<file path="config.mk">
export PLATFORM = sky130hd
export DESIGN_NAME = hpio_top
export DESIGN_NICKNAME = d
export VERILOG_FILES = /design/src/design/hpio_pkg.sv /design/src/design/hpio_stream_if.sv /design/src/design/hpio_top.sv /design/src/design/hpio_sync.sv /design/src/design/hpio_buf2.sv
export SDC_FILE = /design/constraint.sdc
export NUM_CORES = 1
export LEC_CHECK = 0
export ABC_CLOCK_PERIOD_IN_PS = 6670
export BUFFER_PORTS_ARGS = -buffer_cell sky130_fd_sc_hd__buf_2
export CORE_ASPECT_RATIO = 0.7
export CORE_MARGIN = 1.5
export CORE_UTILIZATION = 55
export CTS_CLUSTER_SIZE = 25
export DETAILED_ROUTE_END_ITERATION = 8
export GPL_TIMING_DRIVEN = 0
export HOLD_SLACK_MARGIN = 0.03
export PLACE_DENSITY = 0.87
export SETUP_SLACK_MARGIN = 0.5
export SLEW_MARGIN = 20
export SYNTH_ARGS = -nofsm -noshare
export SYNTH_HDL_FRONTEND = slang
export SYNTH_HIERARCHICAL = 1
export SYNTH_SLANG_ARGS = --single-unit
</file>
<file path="constraint.sdc">
create_clock -name sys_clk -period 6.67 [get_ports sys_clk]
set_input_delay 0.667 -clock sys_clk [delete_from_list [all_inputs] [get_ports sys_clk]]
set_output_delay 0.667 -clock sys_clk [all_outputs]
set_load 0.05 [all_outputs]
</file>
<file path="src/design/hpio_pkg.sv">
// Contract
// - receive polarity strap: 0 high, 1 low
// - transmit polarity strap: 0 low, 1 high
// - style strap 1 gives transmit-enable level
// - pulse style: pulse gated by enable
// - two dipulse outputs, always active low
// - backplane pulse output, always active low
// - big jitter: second pulse sets phase
// - expansion strap 0: open drain fifth port
// - noise cut strap 0 applies dead band
// - reset disables transmit; activity locks direction (reset drives group a/b transmit pins low, asserted for polarity strap 0)
// - silence for end-of-data time releases direction
package hpio_pkg;
  // clock and reference rate
  localparam int unsigned CLK_HZ = 50_000_000;
  localparam int unsigned CLK_NS = 1_000_000_000 / CLK_HZ;
  localparam int unsigned REF_BPS = 2_500_000;
  // cycles per bit at the reference rate
  localparam int unsigned BIT_CYC_REF = CLK_HZ / REF_BPS;
  // end-of-data silence at the reference rate, in ns
  localparam int unsigned EOD_NS = 5600;
  localparam int unsigned EOD_CYC_REF = EOD_NS / CLK_NS;
  // the silence scales with the bit time, so keep it in bits
  localparam int unsigned EOD_BITS = EOD_CYC_REF / BIT_CYC_REF;
  // five ports: a0, a1, b0, b1, fifth
  localparam int unsigned NPORT = 5;
  // rate strap codes
  localparam logic [2:0] RATE_2M5 = 3'h4;
  localparam logic [2:0] RATE_5M = 3'h5;
  localparam logic [2:0] RATE_RSVD = 3'h6;
  localparam logic [2:0] RATE_10M = 3'h7;
  // register byte offsets
  localparam logic [3:0] REG_CTRL = 4'h0;
  localparam logic [3:0] REG_STATUS = 4'h4;
  // control fields and reset value
  localparam int unsigned CTRL_INHIBIT_BIT = 0;
  localparam logic CTRL_INHIBIT_RST = 1'h0;
  // status fields
  localparam int unsigned ST_BUSY_BIT = 0;
  localparam int unsigned ST_PORT_LSB = 1;
  localparam int unsigned ST_RATE_LSB = 4;
  localparam int unsigned ST_RSVD_BIT = 7;
  localparam int unsigned ST_ACT_LSB = 8;
  // direction states, gray along idle-lock-drain
  typedef enum logic [1:0] {
    HPIO_IDLE = 2'h0,
    HPIO_LOCK = 2'h1,
    HPIO_DRAIN = 2'h3
  } hpio_dir_t;
endpackage

</file>
<file path="src/design/hpio_stream_if.sv">
`timescale 1ns/100ps
// one-bit-slot stream between recovery and transmitter
interface hpio_stream_if #(parameter int unsigned W = 1);
  logic valid; // word offered
  logic ready; // word accepted
  logic [W-1:0] data; // slot content
  modport src(output valid, output data, input ready);
  modport snk(input valid, input data, output ready);
endinterface

</file>
<file path="src/design/hpio_top.sv">
// The register offsets and register access over Avalon-MM were decided locally.
`timescale 1ns/100ps
// port conditioning, direction control and pulse regeneration
module hpio_top #(
  parameter int unsigned EOD_BITS = hpio_pkg::EOD_BITS,
  parameter int unsigned BUF_DEPTH = 2
) (
  // clock and reset
  input wire logic sys_clk,
  input wire logic rst_n,
  // receive pins
  input wire logic [1:0] group_a_rx_in,
  input wire logic [1:0] group_b_rx_in,
  input wire logic fifth_port_rx_in,
  // polarity and style straps
  input wire logic group_a_rx_invert,
  input wire logic group_b_rx_invert,
  input wire logic ext_rx_invert,
  input wire logic group_a_tx_active_high,
  input wire logic group_b_tx_active_high,
  input wire logic ext_tx_active_high,
  input wire logic group_a_tx_style,
  input wire logic group_b_tx_style,
  input wire logic ext_tx_style,
  // jitter, noise and expansion straps
  input wire logic group_a_noise_cut_n,
  input wire logic group_b_noise_cut_n,
  input wire logic ext_noise_cut_n,
  input wire logic group_a_big_jitter_n,
  input wire logic group_b_big_jitter_n,
  input wire logic ext_big_jitter_n,
  input wire logic cascade_open_drain_n,
  input wire logic [2:0] rate_code,
  // transmit pins
  output logic [1:0] group_a_tx_out,
  output logic [1:0] group_b_tx_out,
  output logic fifth_port_tx_out,
  output logic fifth_port_tx_oe,
  output logic [1:0] dipulse_tx_pulse_n,
  output logic backplane_tx_pulse_n,
  // avalon-mm slave
  input wire logic [3:0] avs_address,
  input wire logic avs_read,
  input wire logic avs_write,
  input wire logic [31:0] avs_writedata,
  output logic [31:0] avs_readdata,
  output logic avs_waitrequest
);
  localparam int unsigned NP = hpio_pkg::NPORT;
  localparam int unsigned SW = 24;

  // silence counter is 16 bits wide
  if (EOD_BITS < 2 || EOD_BITS > 200) begin : g_bad_eod
    $error("hpio_top: EOD_BITS out of range 2..200");
  end

  // port index to strap group: 0 group a, 1 group b, 2 fifth
  function automatic logic [1:0] grp_of(input logic [2:0] p);
    logic [1:0] g;
    g = (p < 3'h2) ? 2'h0 : ((p < 3'h4) ? 2'h1 : 2'h2);
    return g;
  endfunction

  // lowest active port wins a simultaneous start
  function automatic logic [2:0] first_of(input logic [NP-1:0] v);
    logic [2:0] f;
    f = 3'h0;
    for (int i = NP - 1; i >= 0; i--) begin
      if (v[i]) begin
        f = 3'(i);
      end
    end
    return f;
  endfunction

  // clock cycles in one bit time for a rate code
  function automatic logic [8:0] bit_cyc(input logic [2:0] c);
    logic [8:0] n;
    case (c)
      hpio_pkg::RATE_5M: n = 9'(hpio_pkg::BIT_CYC_REF / 2);
      hpio_pkg::RATE_10M: n = 9'(hpio_pkg::BIT_CYC_REF / 4);
      hpio_pkg::RATE_RSVD: n = 9'(hpio_pkg::BIT_CYC_REF);
      default: n = 9'(hpio_pkg::BIT_CYC_REF) << (3'h4 - c);
    endcase
    return n;
  endfunction

  // ---- pin synchronisation
  logic [SW-1:0] pin_raw; // all pins in one vector
  logic [SW-1:0] pin_s; // synchronised copy
  logic [NP-1:0] rx_s; // a0 a1 b0 b1 fifth
  logic [2:0] rx_inv_s; // per group, bit 0 group a
  logic [2:0] tx_hi_s;
  logic [2:0] style_s;
  logic [2:0] nc_n_s;
  logic [2:0] bj_n_s;
  logic od_n_s;
  logic [2:0] rate_s;

  assign pin_raw = {rate_code, cascade_open_drain_n,
    ext_big_jitter_n, group_b_big_jitter_n, group_a_big_jitter_n,
    ext_noise_cut_n, group_b_noise_cut_n, group_a_noise_cut_n,
    ext_tx_style, group_b_tx_style, group_a_tx_style,
    ext_tx_active_high, group_b_tx_active_high, group_a_tx_active_high,
    ext_rx_invert, group_b_rx_invert, group_a_rx_invert,
    fifth_port_rx_in, group_b_rx_in, group_a_rx_in};

  hpio_sync #(.W(SW)) u_sync (
    .clk(sys_clk),
    .rst_n(rst_n),
    .d(pin_raw),
    .q(pin_s)
  );

  assign rx_s = pin_s[4:0];
  assign rx_inv_s = pin_s[7:5];
  assign tx_hi_s = pin_s[10:8];
  assign style_s = pin_s[13:11];
  assign nc_n_s = pin_s[16:14];
  assign bj_n_s = pin_s[19:17];
  assign od_n_s = pin_s[20];
  assign rate_s = pin_s[23:21];

  // ---- state
  hpio_pkg::hpio_dir_t dir_r; // direction state
  hpio_pkg::hpio_dir_t dir_nxt;
  logic [2:0] port_r; // receiving port
  logic [2:0] rate_r; // rate frozen for the frame
  logic [NP-1:0] act_prev_r; // last normalised level
  logic [8:0] db_r; // dead band remaining
  logic run_r; // slot timing locked to reference
  logic [8:0] ph_r; // phase inside receive slot
  logic seen_r; // pulse seen in current slot
  logic [15:0] eod_r; // cycles since last pulse
  logic pend_v_r; // slot waiting for the buffer
  logic pend_d_r;
  logic [8:0] tph_r; // transmit phase
  logic cur_r; // slot being transmitted
  logic inhibit_r; // software transmit inhibit

  // ---- receive conditioning
  logic [NP-1:0] act; // receive level, 1 means pulse
  logic [NP-1:0] rise; // leading edge per port
  logic [8:0] bit_w;
  logic [8:0] half_w;
  logic rate_ok;
  logic nc_on;
  logic pulse_ok;
  logic start;
  logic ref_first;
  logic slot_end;
  logic [15:0] eod_lim;

  for (genvar p = 0; p < NP; p++) begin : g_rx
    assign act[p] = rx_s[p] ^ rx_inv_s[grp_of(3'(p))];
    assign rise[p] = act[p] & ~act_prev_r[p];
  end

  assign bit_w = bit_cyc(rate_r);
  assign rate_ok = (rate_s != hpio_pkg::RATE_RSVD);
  assign half_w = bit_w >> 1;
  assign eod_lim = 16'(EOD_BITS * bit_w);

  // blanking only with noise cut on
  assign nc_on = ~nc_n_s[grp_of(port_r)];
  assign pulse_ok = (dir_r == hpio_pkg::HPIO_LOCK) & rise[port_r] & (db_r == '0);

  // any leading edge while idle takes direction, unless the rate is reserved or transmit is inhibited
  assign start = (dir_r == hpio_pkg::HPIO_IDLE) & (|rise) & rate_ok & ~inhibit_r;
  // normal mode takes phase from the first pulse
  assign ref_first = bj_n_s[grp_of(first_of(rise))];
  assign slot_end = run_r & (ph_r == bit_w - 9'h001);

  // ---- slot buffer
  hpio_stream_if #(.W(1)) up_s ();
  hpio_stream_if #(.W(1)) dn_s ();
  logic tx_tick;

  assign up_s.valid = pend_v_r;
  assign up_s.data = pend_d_r;
  // drain only at bit boundaries; a shorter bit after a rate change never strands the phase
  assign tx_tick = (tph_r >= bit_w - 9'h001);
  assign dn_s.ready = tx_tick;

  hpio_buf2 #(.W(1), .DEPTH(BUF_DEPTH)) u_buf (
    .clk(sys_clk),
    .rst_n(rst_n),
    .in_s(up_s),
    .out_s(dn_s)
  );

  // ---- direction machine
  always_comb begin
    dir_nxt = dir_r;
    unique case (dir_r)
      hpio_pkg::HPIO_IDLE: begin
        if (start) begin
          dir_nxt = hpio_pkg::HPIO_LOCK;
        end
      end
      hpio_pkg::HPIO_LOCK: begin
        if (eod_r >= eod_lim || inhibit_r) begin
          dir_nxt = hpio_pkg::HPIO_DRAIN;
        end
      end
      hpio_pkg::HPIO_DRAIN: begin
        // let buffered slots leave before turning round
        if (!pend_v_r && !dn_s.valid && tx_tick) begin
          dir_nxt = hpio_pkg::HPIO_IDLE;
        end
      end
      default: dir_nxt = hpio_pkg::HPIO_IDLE;
    endcase
  end

  // direction, port and rate
  always_ff @(posedge sys_clk or negedge rst_n) begin
    if (!rst_n) begin
      dir_r <= hpio_pkg::HPIO_IDLE;
      port_r <= 3'h0;
      rate_r <= hpio_pkg::RATE_2M5;
      act_prev_r <= '0;
    end else begin
      dir_r <= dir_nxt;
      act_prev_r <= act;
      if (dir_r == hpio_pkg::HPIO_IDLE) begin
        rate_r <= rate_s;
      end
      if (start) begin
        port_r <= first_of(rise);
      end
    end
  end

  // dead band and silence timer
  always_ff @(posedge sys_clk or negedge rst_n) begin
    if (!rst_n) begin
      db_r <= 9'h000;
      eod_r <= 16'h0000;
    end else begin
      // dead band of half a bit after each pulse
      // the edge that takes direction arms the band too, so its ringing is cut
      if ((pulse_ok && nc_on) || (start && !nc_n_s[grp_of(first_of(rise))])) begin
        db_r <= half_w;
      end else if (db_r != 9'h000) begin
        db_r <= db_r - 9'h001;
      end
      if (start || pulse_ok || dir_r != hpio_pkg::HPIO_LOCK) begin
        eod_r <= 16'h0000;
      end else begin
        eod_r <= eod_r + 16'h0001;
      end
    end
  end

  // slot timing: each slot is centred on the reference pulse
  always_ff @(posedge sys_clk or negedge rst_n) begin
    if (!rst_n) begin
      run_r <= 1'b0;
      ph_r <= 9'h000;
      seen_r <= 1'b0;
    end else if (dir_r == hpio_pkg::HPIO_DRAIN) begin
      run_r <= 1'b0;
      seen_r <= 1'b0;
    end else if ((start && ref_first) || (pulse_ok && !run_r)) begin
      run_r <= 1'b1;
      ph_r <= half_w;
      seen_r <= 1'b1;
    end else if (slot_end) begin
      ph_r <= 9'h000;
      seen_r <= pulse_ok;
    end else if (run_r) begin
      ph_r <= ph_r + 9'h001;
      seen_r <= seen_r | pulse_ok;
    end
  end

  // pending slot holds until the buffer takes it
  always_ff @(posedge sys_clk or negedge rst_n) begin
    if (!rst_n) begin
      pend_v_r <= 1'b0;
      pend_d_r <= 1'b0;
    end else if (slot_end && (!pend_v_r || up_s.ready)) begin
      pend_v_r <= 1'b1;
      pend_d_r <= seen_r;
    end else if (up_s.ready) begin
      pend_v_r <= 1'b0;
    end
  end

  // ---- transmit regeneration
  logic pulse1_w; // first half of a one slot
  logic pulse2_w; // second half of a one slot
  logic [NP-1:0] en_w; // per-port transmit enable
  logic [NP-1:0] asrt_w; // asserted before polarity
  logic [NP-1:0] lvl_w; // pin level after polarity
  logic ext_out_nxt;
  logic ext_oe_nxt;

  assign pulse1_w = cur_r & (tph_r < half_w);
  assign pulse2_w = cur_r & (tph_r >= half_w);

  for (genvar p = 0; p < NP; p++) begin : g_tx
    // all but the receiving port transmit
    assign en_w[p] = (dir_r != hpio_pkg::HPIO_IDLE) & (port_r != 3'(p)) & ~inhibit_r;
    // enable level or pulse gated by enable
    assign asrt_w[p] = style_s[grp_of(3'(p))] ? en_w[p] : (en_w[p] & pulse1_w);
    assign lvl_w[p] = tx_hi_s[grp_of(3'(p))] ? asrt_w[p] : ~asrt_w[p];
  end

  assign ext_out_nxt = od_n_s ? lvl_w[4] : 1'b0;
  assign ext_oe_nxt = od_n_s ? 1'b1 : ~lvl_w[4];

  // transmit phase and current slot
  always_ff @(posedge sys_clk or negedge rst_n) begin
    if (!rst_n) begin
      tph_r <= 9'h000;
      cur_r <= 1'b0;
    end else begin
      tph_r <= tx_tick ? 9'h000 : tph_r + 9'h001;
      if (tx_tick) begin
        cur_r <= dn_s.valid & dn_s.data;
      end
    end
  end

  // all pins from flops; transmit levels reset low, pulse pins high, fifth port released
  always_ff @(posedge sys_clk or negedge rst_n) begin
    if (!rst_n) begin
      group_a_tx_out <= 2'h0;
      group_b_tx_out <= 2'h0;
      fifth_port_tx_out <= 1'b0;
      fifth_port_tx_oe <= 1'b0;
      dipulse_tx_pulse_n <= 2'h3;
      backplane_tx_pulse_n <= 1'b1;
    end else begin
      group_a_tx_out <= lvl_w[1:0];
      group_b_tx_out <= lvl_w[3:2];
      fifth_port_tx_out <= ext_out_nxt;
      fifth_port_tx_oe <= ext_oe_nxt;
      dipulse_tx_pulse_n <= ~{pulse2_w, pulse1_w};
      backplane_tx_pulse_n <= ~pulse1_w;
    end
  end

  // ---- register slave
  logic req; // read or write presented
  logic [31:0] status_w; // live state for software
  logic [31:0] rd_word; // decoded read data

  assign req = avs_read | avs_write;
  assign status_w = {19'h0_0000, act, rate_s == hpio_pkg::RATE_RSVD,
    rate_r, port_r, dir_r != hpio_pkg::HPIO_IDLE};
  assign rd_word = (avs_address == hpio_pkg::REG_CTRL) ? {31'h0000_0000, inhibit_r} :
    (avs_address == hpio_pkg::REG_STATUS) ? status_w : 32'h0000_0000;

  // one wait state per access; unmapped reads return zero
  always_ff @(posedge sys_clk or negedge rst_n) begin
    if (!rst_n) begin
      avs_waitrequest <= 1'b1;
      avs_readdata <= 32'h0000_0000;
      inhibit_r <= hpio_pkg::CTRL_INHIBIT_RST;
    end else begin
      avs_waitrequest <= ~(req & avs_waitrequest);
      if (req && avs_waitrequest) begin
        avs_readdata <= rd_word;
      end
      // write lands at the edge after the wait ends, while waitrequest is low
      if (avs_write && !avs_waitrequest && avs_address == hpio_pkg::REG_CTRL) begin
        inhibit_r <= avs_writedata[hpio_pkg::CTRL_INHIBIT_BIT];
      end
    end
  end
endmodule

</file>
<file path="src/design/hpio_sync.sv">
`timescale 1ns/100ps
// two-stage synchroniser for pin-level inputs
module hpio_sync #(
  parameter int unsigned W = 1
) (
  // clock and reset
  input wire logic clk,
  input wire logic rst_n,
  // asynchronous in, synchronous out
  input wire logic [W-1:0] d,
  output logic [W-1:0] q
);
  // first stage feeds only the second
  logic [W-1:0] meta_r;

  // both stages clear to zero; straps settle two edges later
  always_ff @(posedge clk or negedge rst_n) begin
    if (!rst_n) begin
      meta_r <= '0;
      q <= '0;
    end else begin
      meta_r <= d;
      q <= meta_r;
    end
  end
endmodule

</file>
<file path="src/design/hpio_buf2.sv">
`timescale 1ns/100ps
// small slot buffer; absorbs phase drift between recovery and transmit
module hpio_buf2 #(
  parameter int unsigned W = 1,
  parameter int unsigned DEPTH = 2
) (
  // clock and reset
  input wire logic clk,
  input wire logic rst_n,
  // filling side
  hpio_stream_if.snk in_s,
  // draining side
  hpio_stream_if.src out_s
);
  localparam int unsigned AW = (DEPTH > 2) ? $clog2(DEPTH) : 1;
  localparam int unsigned CW = AW + 1;

  // pointers wrap naturally, so depth must be a power of two
  if (DEPTH < 2 || (DEPTH & (DEPTH - 1)) != 0) begin : g_bad
    $error("hpio_buf2: DEPTH must be a power of two, at least 2");
  end

  logic [W-1:0] mem_r [DEPTH]; // storage flops
  logic [AW-1:0] wr_r; // next write slot
  logic [AW-1:0] rd_r; // next read slot
  logic [CW-1:0] cnt_r; // words held
  logic [CW-1:0] cnt_nxt;
  logic push;
  logic pop;
  logic full;
  logic empty;

  // honest flags straight from the count
  assign full = (cnt_r == CW'(DEPTH));
  assign empty = (cnt_r == '0);
  assign in_s.ready = ~full;
  assign out_s.valid = ~empty;
  assign out_s.data = mem_r[rd_r];
  assign push = in_s.valid & ~full;
  assign pop = out_s.ready & ~empty;
  assign cnt_nxt = cnt_r + CW'(push) - CW'(pop);

  // data path needs no reset; valid guards it
  always_ff @(posedge clk) begin
    if (push) begin
      mem_r[wr_r] <= in_s.data;
    end
  end

  // pointers and count
  always_ff @(posedge clk or negedge rst_n) begin
    if (!rst_n) begin
      wr_r <= '0;
      rd_r <= '0;
      cnt_r <= '0;
    end else begin
      wr_r <= wr_r + AW'(push);
      rd_r <= rd_r + AW'(pop);
      cnt_r <= cnt_nxt;
    end
  end
endmodule

</file>
==> impl_metrics.tcl, run 1 <==
set metrics [dict create \
    peakVddDrop_mv 0.2957 \
    grt_max_degree 101 \
    reg2reg_to "dir_r[1]" \
    cts_root_buf "clkbuf_16" \
    fp.dieH_um 100.2 \
    routed_wl_um 16910 \
    hold_viol 0 \
    pin_count 106 \
    path_cells "clkbuf_1 > clkbuf_1 > nor2_1 > ha_1 > or3_1 > inv_1 > a21oi_2 > ha_1 > ha_1 > ha_1 > a21oi_1 > o21ai_0 > a21oi_1 > nor2b_1 > nor2_1 > xor2_1 > ha_1 > a21o_1 > a211o_1 > a21oi_1 > o21ai_0" \
    tightest_slew_ns 0.8752 \
    fin_setup_tns_ns 0 \
    synth_edf_count 2 \
    rsz0062_at_grt "false" \
    seq_area_frac_synth 0.4674 \
    r2r_cells 21 \
    fillers 939 \
    crit_family "adder cells" \
    slew_headroom 0.4130 \
    cts_buffer_depth 2 \
    cap_violations 0 \
    critPathKind "reg2reg" \
    design_area_mm2 0.008665 \
    clkLatencyLatePin_ns 0.43 \
    yosysTopAreaCell "dfrtp_1" \
    die-area_mm2 0.01421 \
    status "finished, final reports clean" \
    syn_to_final_growth_pct 16.76 \
    syn_area_per_cell_um2 10.41 \
    path_common_cell "ha_1" \
    synthTopCellsByArea "dfrtp_1 (45%), ha_1 (9.4%), xnor2_1 (4.5%)" \
    vias 5641 \
    synth.yosys.warnings 6 \
    drt-initial-drc-count 405 \
    drive_gt1_frac 0.1722 \
    async_flop_share 0.9855 \
    initial_core_util 0.5630 \
    cp.depth 21 \
    reg2reg_from "rate_r[1]" \
    gr-total-overflow 0 \
    clkSinkCount 138 \
    hold_buffers 0 \
    grt.total_usage 0.2520 \
    drv_slew 0 \
    stdcell_count 1004 \
    synthCells 713 \
    dp.cells 972 \
    crit_buf_inv 3 \
    synth_top_area_share 0.4451 \
    endpoint_kind "register" \
    cts_tree "yes" \
    path_clk_slew_ns 0.07 \
    first_pass_iters 6 \
    ys_types 64 \
    grt_pass1_vias 5469 \
    startpoint "rate_r[1]" \
    p_leak_nw 4.258 \
    grt_pass1_wl_um 27410 \
    crit_slowest_cell "or3_1" \
    numCtsBuffers 17 \
    routedWlPerCell_um 16.84 \
    hpwl_um 11440 \
    core_mm2 0.01318 \
    syn_area_mm2 0.007421 \
    finClkSkew_ns 0.01228 \
    worstHoldPathType "in2async" \
    nNetsFinal 931 \
    setup_viol 0 \
    yosys_most_used_dff "dfrtp_1" \
    worstPathArrival_ns 6.13 \
    fin_ws_ns 0.8391 \
    cp_max_fo 10 \
    drcViolationCount 0 \
    fin_crit_sh 0.8742 \
    antenna_left 0 \
    rows 35 \
    fmax_mhz 171.5 \
    startpoint_type "register" \
    dp_slack_ns 0.9139 \
    whs_ns 0.1009 \
    reg2reg_setup_slack_ns 0.84 \
    dpl-instance-area_mm2 0.008036 \
    antenna_found_initial 0 \
    period_minus_slack_ns 5.831 \
    antennaDiodeCount 0 \
    power_density_mw_per_mm2 494.3 \
    cpPeakStageDelay_ns 0.52 \
    die_w_um 141.8 \
    place_congestion 0.9051 \
    required_ns 6.97 \
    synth_seq_cells 138 \
    crit_path_end "dir_r[1]" \
    numPortBuffers 55 \
    avgViaCountPerCell 5.619 \
    htreeDepth 4 \
]
cells in the mapped netlist (all sizes together), types with 8 or more instances:
master	n
a21o	14
a21oi	33
a22o	8
a31oi	9
buf	25
clkbuf	13
dfrtp	132
ha	56
inv	46
mux2	10
mux2i	9
nand2	52
nand3	20
nor2	53
nor2b	12
nor3	11
o21ai	42
or3	8
xnor2	38
xor2	22
stage by stage:
step / utilization / total power [mW]
final: 0.6573 / 4.283
after global routing: 0.6573 / 4.585
after CTS: 0.6570 / 4.248
after detailed placement: 0.6097 / 3.221
after global placement: 0.6066 / 3.140
after floorplan: - / 2.733
worst register-to-register path, stage by stage, from the launching register on:
cell      delay [ns]
dfrtp_1         0.32
clkbuf_1        0.35
clkbuf_1        0.43
nor2_1          0.15
ha_1            0.39
or3_1           0.52
inv_1           0.37
a21oi_2         0.20
ha_1            0.34
ha_1            0.28
ha_1            0.33
a21oi_1         0.08
o21ai_0         0.27
a21oi_1         0.12
nor2b_1         0.17
nor2_1          0.08
xor2_1          0.14
ha_1            0.29
a21o_1          0.16
a211o_1         0.28
a21oi_1         0.27
o21ai_0         0.16
power by group:
| group | switching, mW | internal [mW] | total (mW) |
|---|---|---|---|
| registers | 0.161 | 0.984 | 1.15 |
| logic | 1.30 | 0.882 | 2.18 |
| clock network | 0.445 | 0.512 | 0.957 |
| total | 1.90 | 2.38 | 4.28 |
what timing repair did:
action | 4_1_cts | 5_1_grt
gates resized for setup | 0 | 1
setup endpoints to repair | 0 | 3
buffers inserted | 0 | 0
cells by family (layout without fill, tap and decap cells):
family | Yosys count | after routing | synth area share
compound gates | 151 | 151 | 0.1342
xor+xnor | 63 | 63 | 0.07992
fa+ha+maj | 61 | 61 | 0.1079
buf+inv | 84 | 172 | 0.05497
flops | 138 | 138 | 0.4674
mux | 19 | 19 | 0.02731
other cells | 1 | 19 | 0.0005053
simple gates | 196 | 196 | 0.1278
area by class of cell:
| type | instances | area [µm²] | area share |
|---|---|---|---|
| Clock buffer | 17 | 425.4 | 0.04910 |
| Buffer | 38 | 235.2 | 0.02715 |
| Clock inverter | 15 | 198.9 | 0.02296 |
| Sequential cell | 138 | 3468 | 0.4003 |
| Multi-Input combinational cell | 509 | 3620 | 0.4178 |
| Inverter | 46 | 172.7 | 0.01993 |
| Timing Repair Buffer | 56 | 312.8 | 0.03610 |
| Tap cell | 185 | 231.5 | 0.02671 |
layout by cell type (no fill, tap or decap), types with 10 or more instances in the layout:
cell type / instances
nor2_1: 52
clkbuf_1: 13
clkbuf_16: 17
conb_1: 19
a21oi_1: 32
inv_1: 46
nor2b_1: 12
xor2_1: 22
buf_2: 56
o21ai_0: 39
xnor2_1: 38
a21o_1: 14
nor3_1: 11
buf_4: 20
ha_1: 56
mux2_2: 10
nand2_1: 52
dfrtp_1: 132
nand3_1: 19
state kept, by name, summed over array words and instances (netlist names), 2 cells and up:
signal / flops
act_prev_r: 5
avs_readdata: 13
db_r: 9
dipulse_tx_pulse_n: 2
dir_r: 2
eod_r: 16
group_a_tx_out: 2
group_b_tx_out: 2
ph_r: 9
port_r: 3
rate_r: 3
tph_r: 9
u_buf/cnt_r: 2
u_buf/mem_r: 2
u_sync/meta_r: 24
u_sync/q: 24
per-layer routing:
layer,share of wire,vias up,track usage
li1,-,2640,-
met1,0.44,2709,0.3466
met2,0.45,249,0.3801
met3,0.087,43,0.06679
met4,0.026,0,0.1086
met5,0,-,0
how the worst min path moves through the flow:
stage | from | endpoint | slack, ns | depth (start not counted)
final | rst_n | eod_r[14] | 0.10 | 1
after global routing | rst_n | eod_r[5] | 0.13 | 1
after CTS | rst_n | eod_r[14] | 0.11 | 1
after detailed placement | u_sync/meta_r[19] | u_sync/q[19] | 0.33 | 0
after global placement | u_sync/meta_r[10] | u_sync/q[10] | 0.33 | 0
after floorplan | u_sync/meta_r[0] | u_sync/q[0] | 0.33 | 0
Note: power is estimated with default switching activity, not from simulation.
==> inputs of run 2 (changes only) <==
ABC_AREA = 1   (was unset)
CORE_MARGIN = 10   (was 1.5)
SKIP_LAST_GASP = 1   (was unset)
==> run 2 against run 1 <==
  * Clock power increased by 13%
  * Critical path type unchanged
  * Via count increased by 10%
  * Cell count increased by 16%
  * Critical endpoint unchanged
  * Sequential share of layout area decreased by 1.6 points
  * Fmax increased by 13%
  * Core utilization decreased by 0.55 points
  * First-iteration DRC count increased by 19%
  * Clock skew about the same
==> impl_metrics.tcl, run 2 <==
set metrics [dict create \
    post_cts_resized 0 \
    tightest_slew_ns 0.7737 \
    numCtsBuffers 17 \
    synthCells 868 \
    drive_gt1_frac 0.1920 \
    syn_area_per_cell_um2 8.904 \
    async_flop_share 0.9855 \
    grt_max_degree 102 \
    nNetsFinal 1086 \
    clkLatencyLatePin_ns 0.43 \
    critPathKind "reg2reg" \
    fin_crit_sh 0.7703 \
    design_area_mm2 0.009014 \
    yosysTopAreaCell "dfrtp_1" \
    die_w_um 161.7 \
    required_ns 7.00 \
    hold_viol 0 \
    stdcell_count 1164 \
    final_cell_mix "nand2_1 (153), dfrtp_1 (132), inv_1 (102)" \
    synthTopCellsByArea "dfrtp_1 (43%), ha_1 (9.1%), nand2_1 (7.4%)" \
    cap_violations 0 \
    vias 6206 \
    crit_buf_inv 4 \
    avgViaCountPerCell 5.332 \
    place_congestion 0.8975 \
    first_pass_iters 5 \
    grt.total_usage 0.1918 \
    top_regs "u_sync/meta_r (24), u_sync/q (24), eod_r (16)" \
    ys_types 50 \
    dpl-instance-area_mm2 0.008347 \
    core_mm2 0.01383 \
    gr-total-overflow 0 \
    pin_count 106 \
    grt_pass1_wl_um 30220 \
    finClkSkew_ns 0.01186 \
    drt-initial-drc-count 483 \
    seq_area_frac_synth 0.4488 \
    status "finished, final reports clean" \
    path_clk_slew_ns 0.07 \
    yosys_most_used_dff "dfrtp_1" \
    final_common_cell "nand2_1" \
    cp.depth 22 \
    syn_area_mm2 0.007729 \
    crit_slowest_cell "nand3_1" \
    fin_setup_tns_ns 0 \
    synth_top_area_share 0.4274 \
    path_cells "buf_6 > nor2_1 > ha_1 > xnor2_1 > inv_1 > nand3_1 > inv_1 > fa_1 > ha_1 > inv_1 > o21ai_0 > nand2_1 > nand2_1 > a21oi_1 > xor2_1 > ha_1 > nand2_1 > nor3_1 > nand3_1 > nand4_1 > nand2_1 > o31ai_1" \
    antennaDiodeCount 0 \
    clkSinkCount 138 \
    synth.yosys.warnings 6 \
    grt_pass1_vias 6066 \
    synth_seq_cells 138 \
    routed_wl_um 18220 \
    cp_max_fo 11 \
    yosysMostFrequentCell "nand2_1" \
    hold_buffers 0 \
    fp.dieH_um 119.2 \
    cts_buffer_depth 2 \
    worstPathArrival_ns 5.46 \
    setup_viol 0 \
    antenna_found_initial 1 \
    htreeDepth 4 \
    whs_ns 0.09694 \
    die-area_mm2 0.01927 \
    rsz0062_at_grt "false" \
    peakVddDrop_mv 0.2845 \
    synth_edf_count 2 \
    startpoint_type "register" \
    routedWlPerCell_um 15.65 \
    slew_headroom 0.4777 \
    ys_top_cells_by_count "nand2_1 (153), dfrtp_1 (132), inv_1 (102)" \
    dp.cells 1132 \
    p_total_mw 4.650 \
    fmax_mhz 194.6 \
    drv_slew 0 \
    post_cts_buffers 0 \
    worstHoldPathType "in2async" \
    r2r_cells 22 \
    cts_root_buf "clkbuf_16" \
    antenna_left 0 \
    drcViolationCount 0 \
    endpoint_kind "register" \
    hpwl_um 12940 \
    power_density_mw_per_mm2 515.8 \
    syn_to_final_growth_pct 16.63 \
    p_leak_nw 4.607 \
    cts_tree "yes" \
    period_minus_slack_ns 5.138 \
    path_common_cell "nand2_1" \
    initial_core_util 0.5589 \
    cpPeakStageDelay_ns 0.47 \
    crit_family "simple AND/OR/NAND/NOR gates" \
    rows 36 \
    numPortBuffers 55 \
]
[run 2: cells by family (layout without fill, tap and decap cells)]
| logic type | after synthesis | count (layout) | synth area share |
|---|---|---|---|
| XOR/XNOR | 31 | 31 | 0.03513 |
| other | 1 | 19 | 0.0004852 |
| AO/OA/AOI/OAI | 114 | 114 | 0.08759 |
| adder cells (fa/ha/maj) | 61 | 61 | 0.1036 |
| AND/OR/NAND/NOR | 380 | 380 | 0.2399 |
| flip-flops | 138 | 138 | 0.4488 |
| buffers and inverters | 143 | 231 | 0.08451 |
[run 2: where the power goes]
group	switching, mW	total [mW]	internal [mW]
Combinational	1.59	2.44	0.843
Clock	0.424	1.08	0.651
Sequential	0.150	1.14	0.989
Total	2.17	4.65	2.48
[run 2: per-stage QoR]
stage            util  worst slack (ns)
2_1_floorplan       -             2.391
3_3_place_gp   0.6009             1.774
3_5_place_dp   0.6036             1.626
4_1_cts        0.6518             1.618
5_1_grt        0.6518            0.9847
6_report       0.6518             1.532
[run 2: worst paths after layout]
kind	startpoint	endpoint	slack, ns
setup reg to reg	rate_r[1]	dir_r[1]	1.53
min in group sys_clk	group_b_rx_invert	u_sync/meta_r[6]	0.34
max in group asynchronous	rst_n	u_sync/q[3]	5.78
setup / recovery	rate_r[1]	dir_r[1]	1.53
hold reg to reg	u_sync/meta_r[8]	u_sync/q[8]	0.35
hold / removal	rst_n	fifth_port_tx_oe	0.1
[run 2: metal layers]
layer / GRT usage / part of all wire / up-vias
met3: 0.05816 / 0.078 / 45
met1: 0.2524 / 0.44 / 2923
met4: 0.06973 / 0.023 / 2
met2: 0.2943 / 0.46 / 255
met5: 0 / 0.00082 / -
li1: - / - / 2981
[run 2: area by class of cell]
cell class | instances | area [µm²]
fill | 1030 | 4815
multi-input combinational | 605 | 3675
sequential | 138 | 3468
inverter | 113 | 427.9
clock buffer | 17 | 425.4
timing repair buffer | 56 | 312.8
clock inverter | 15 | 241.5
tap | 190 | 237.7
buffer | 30 | 225.2
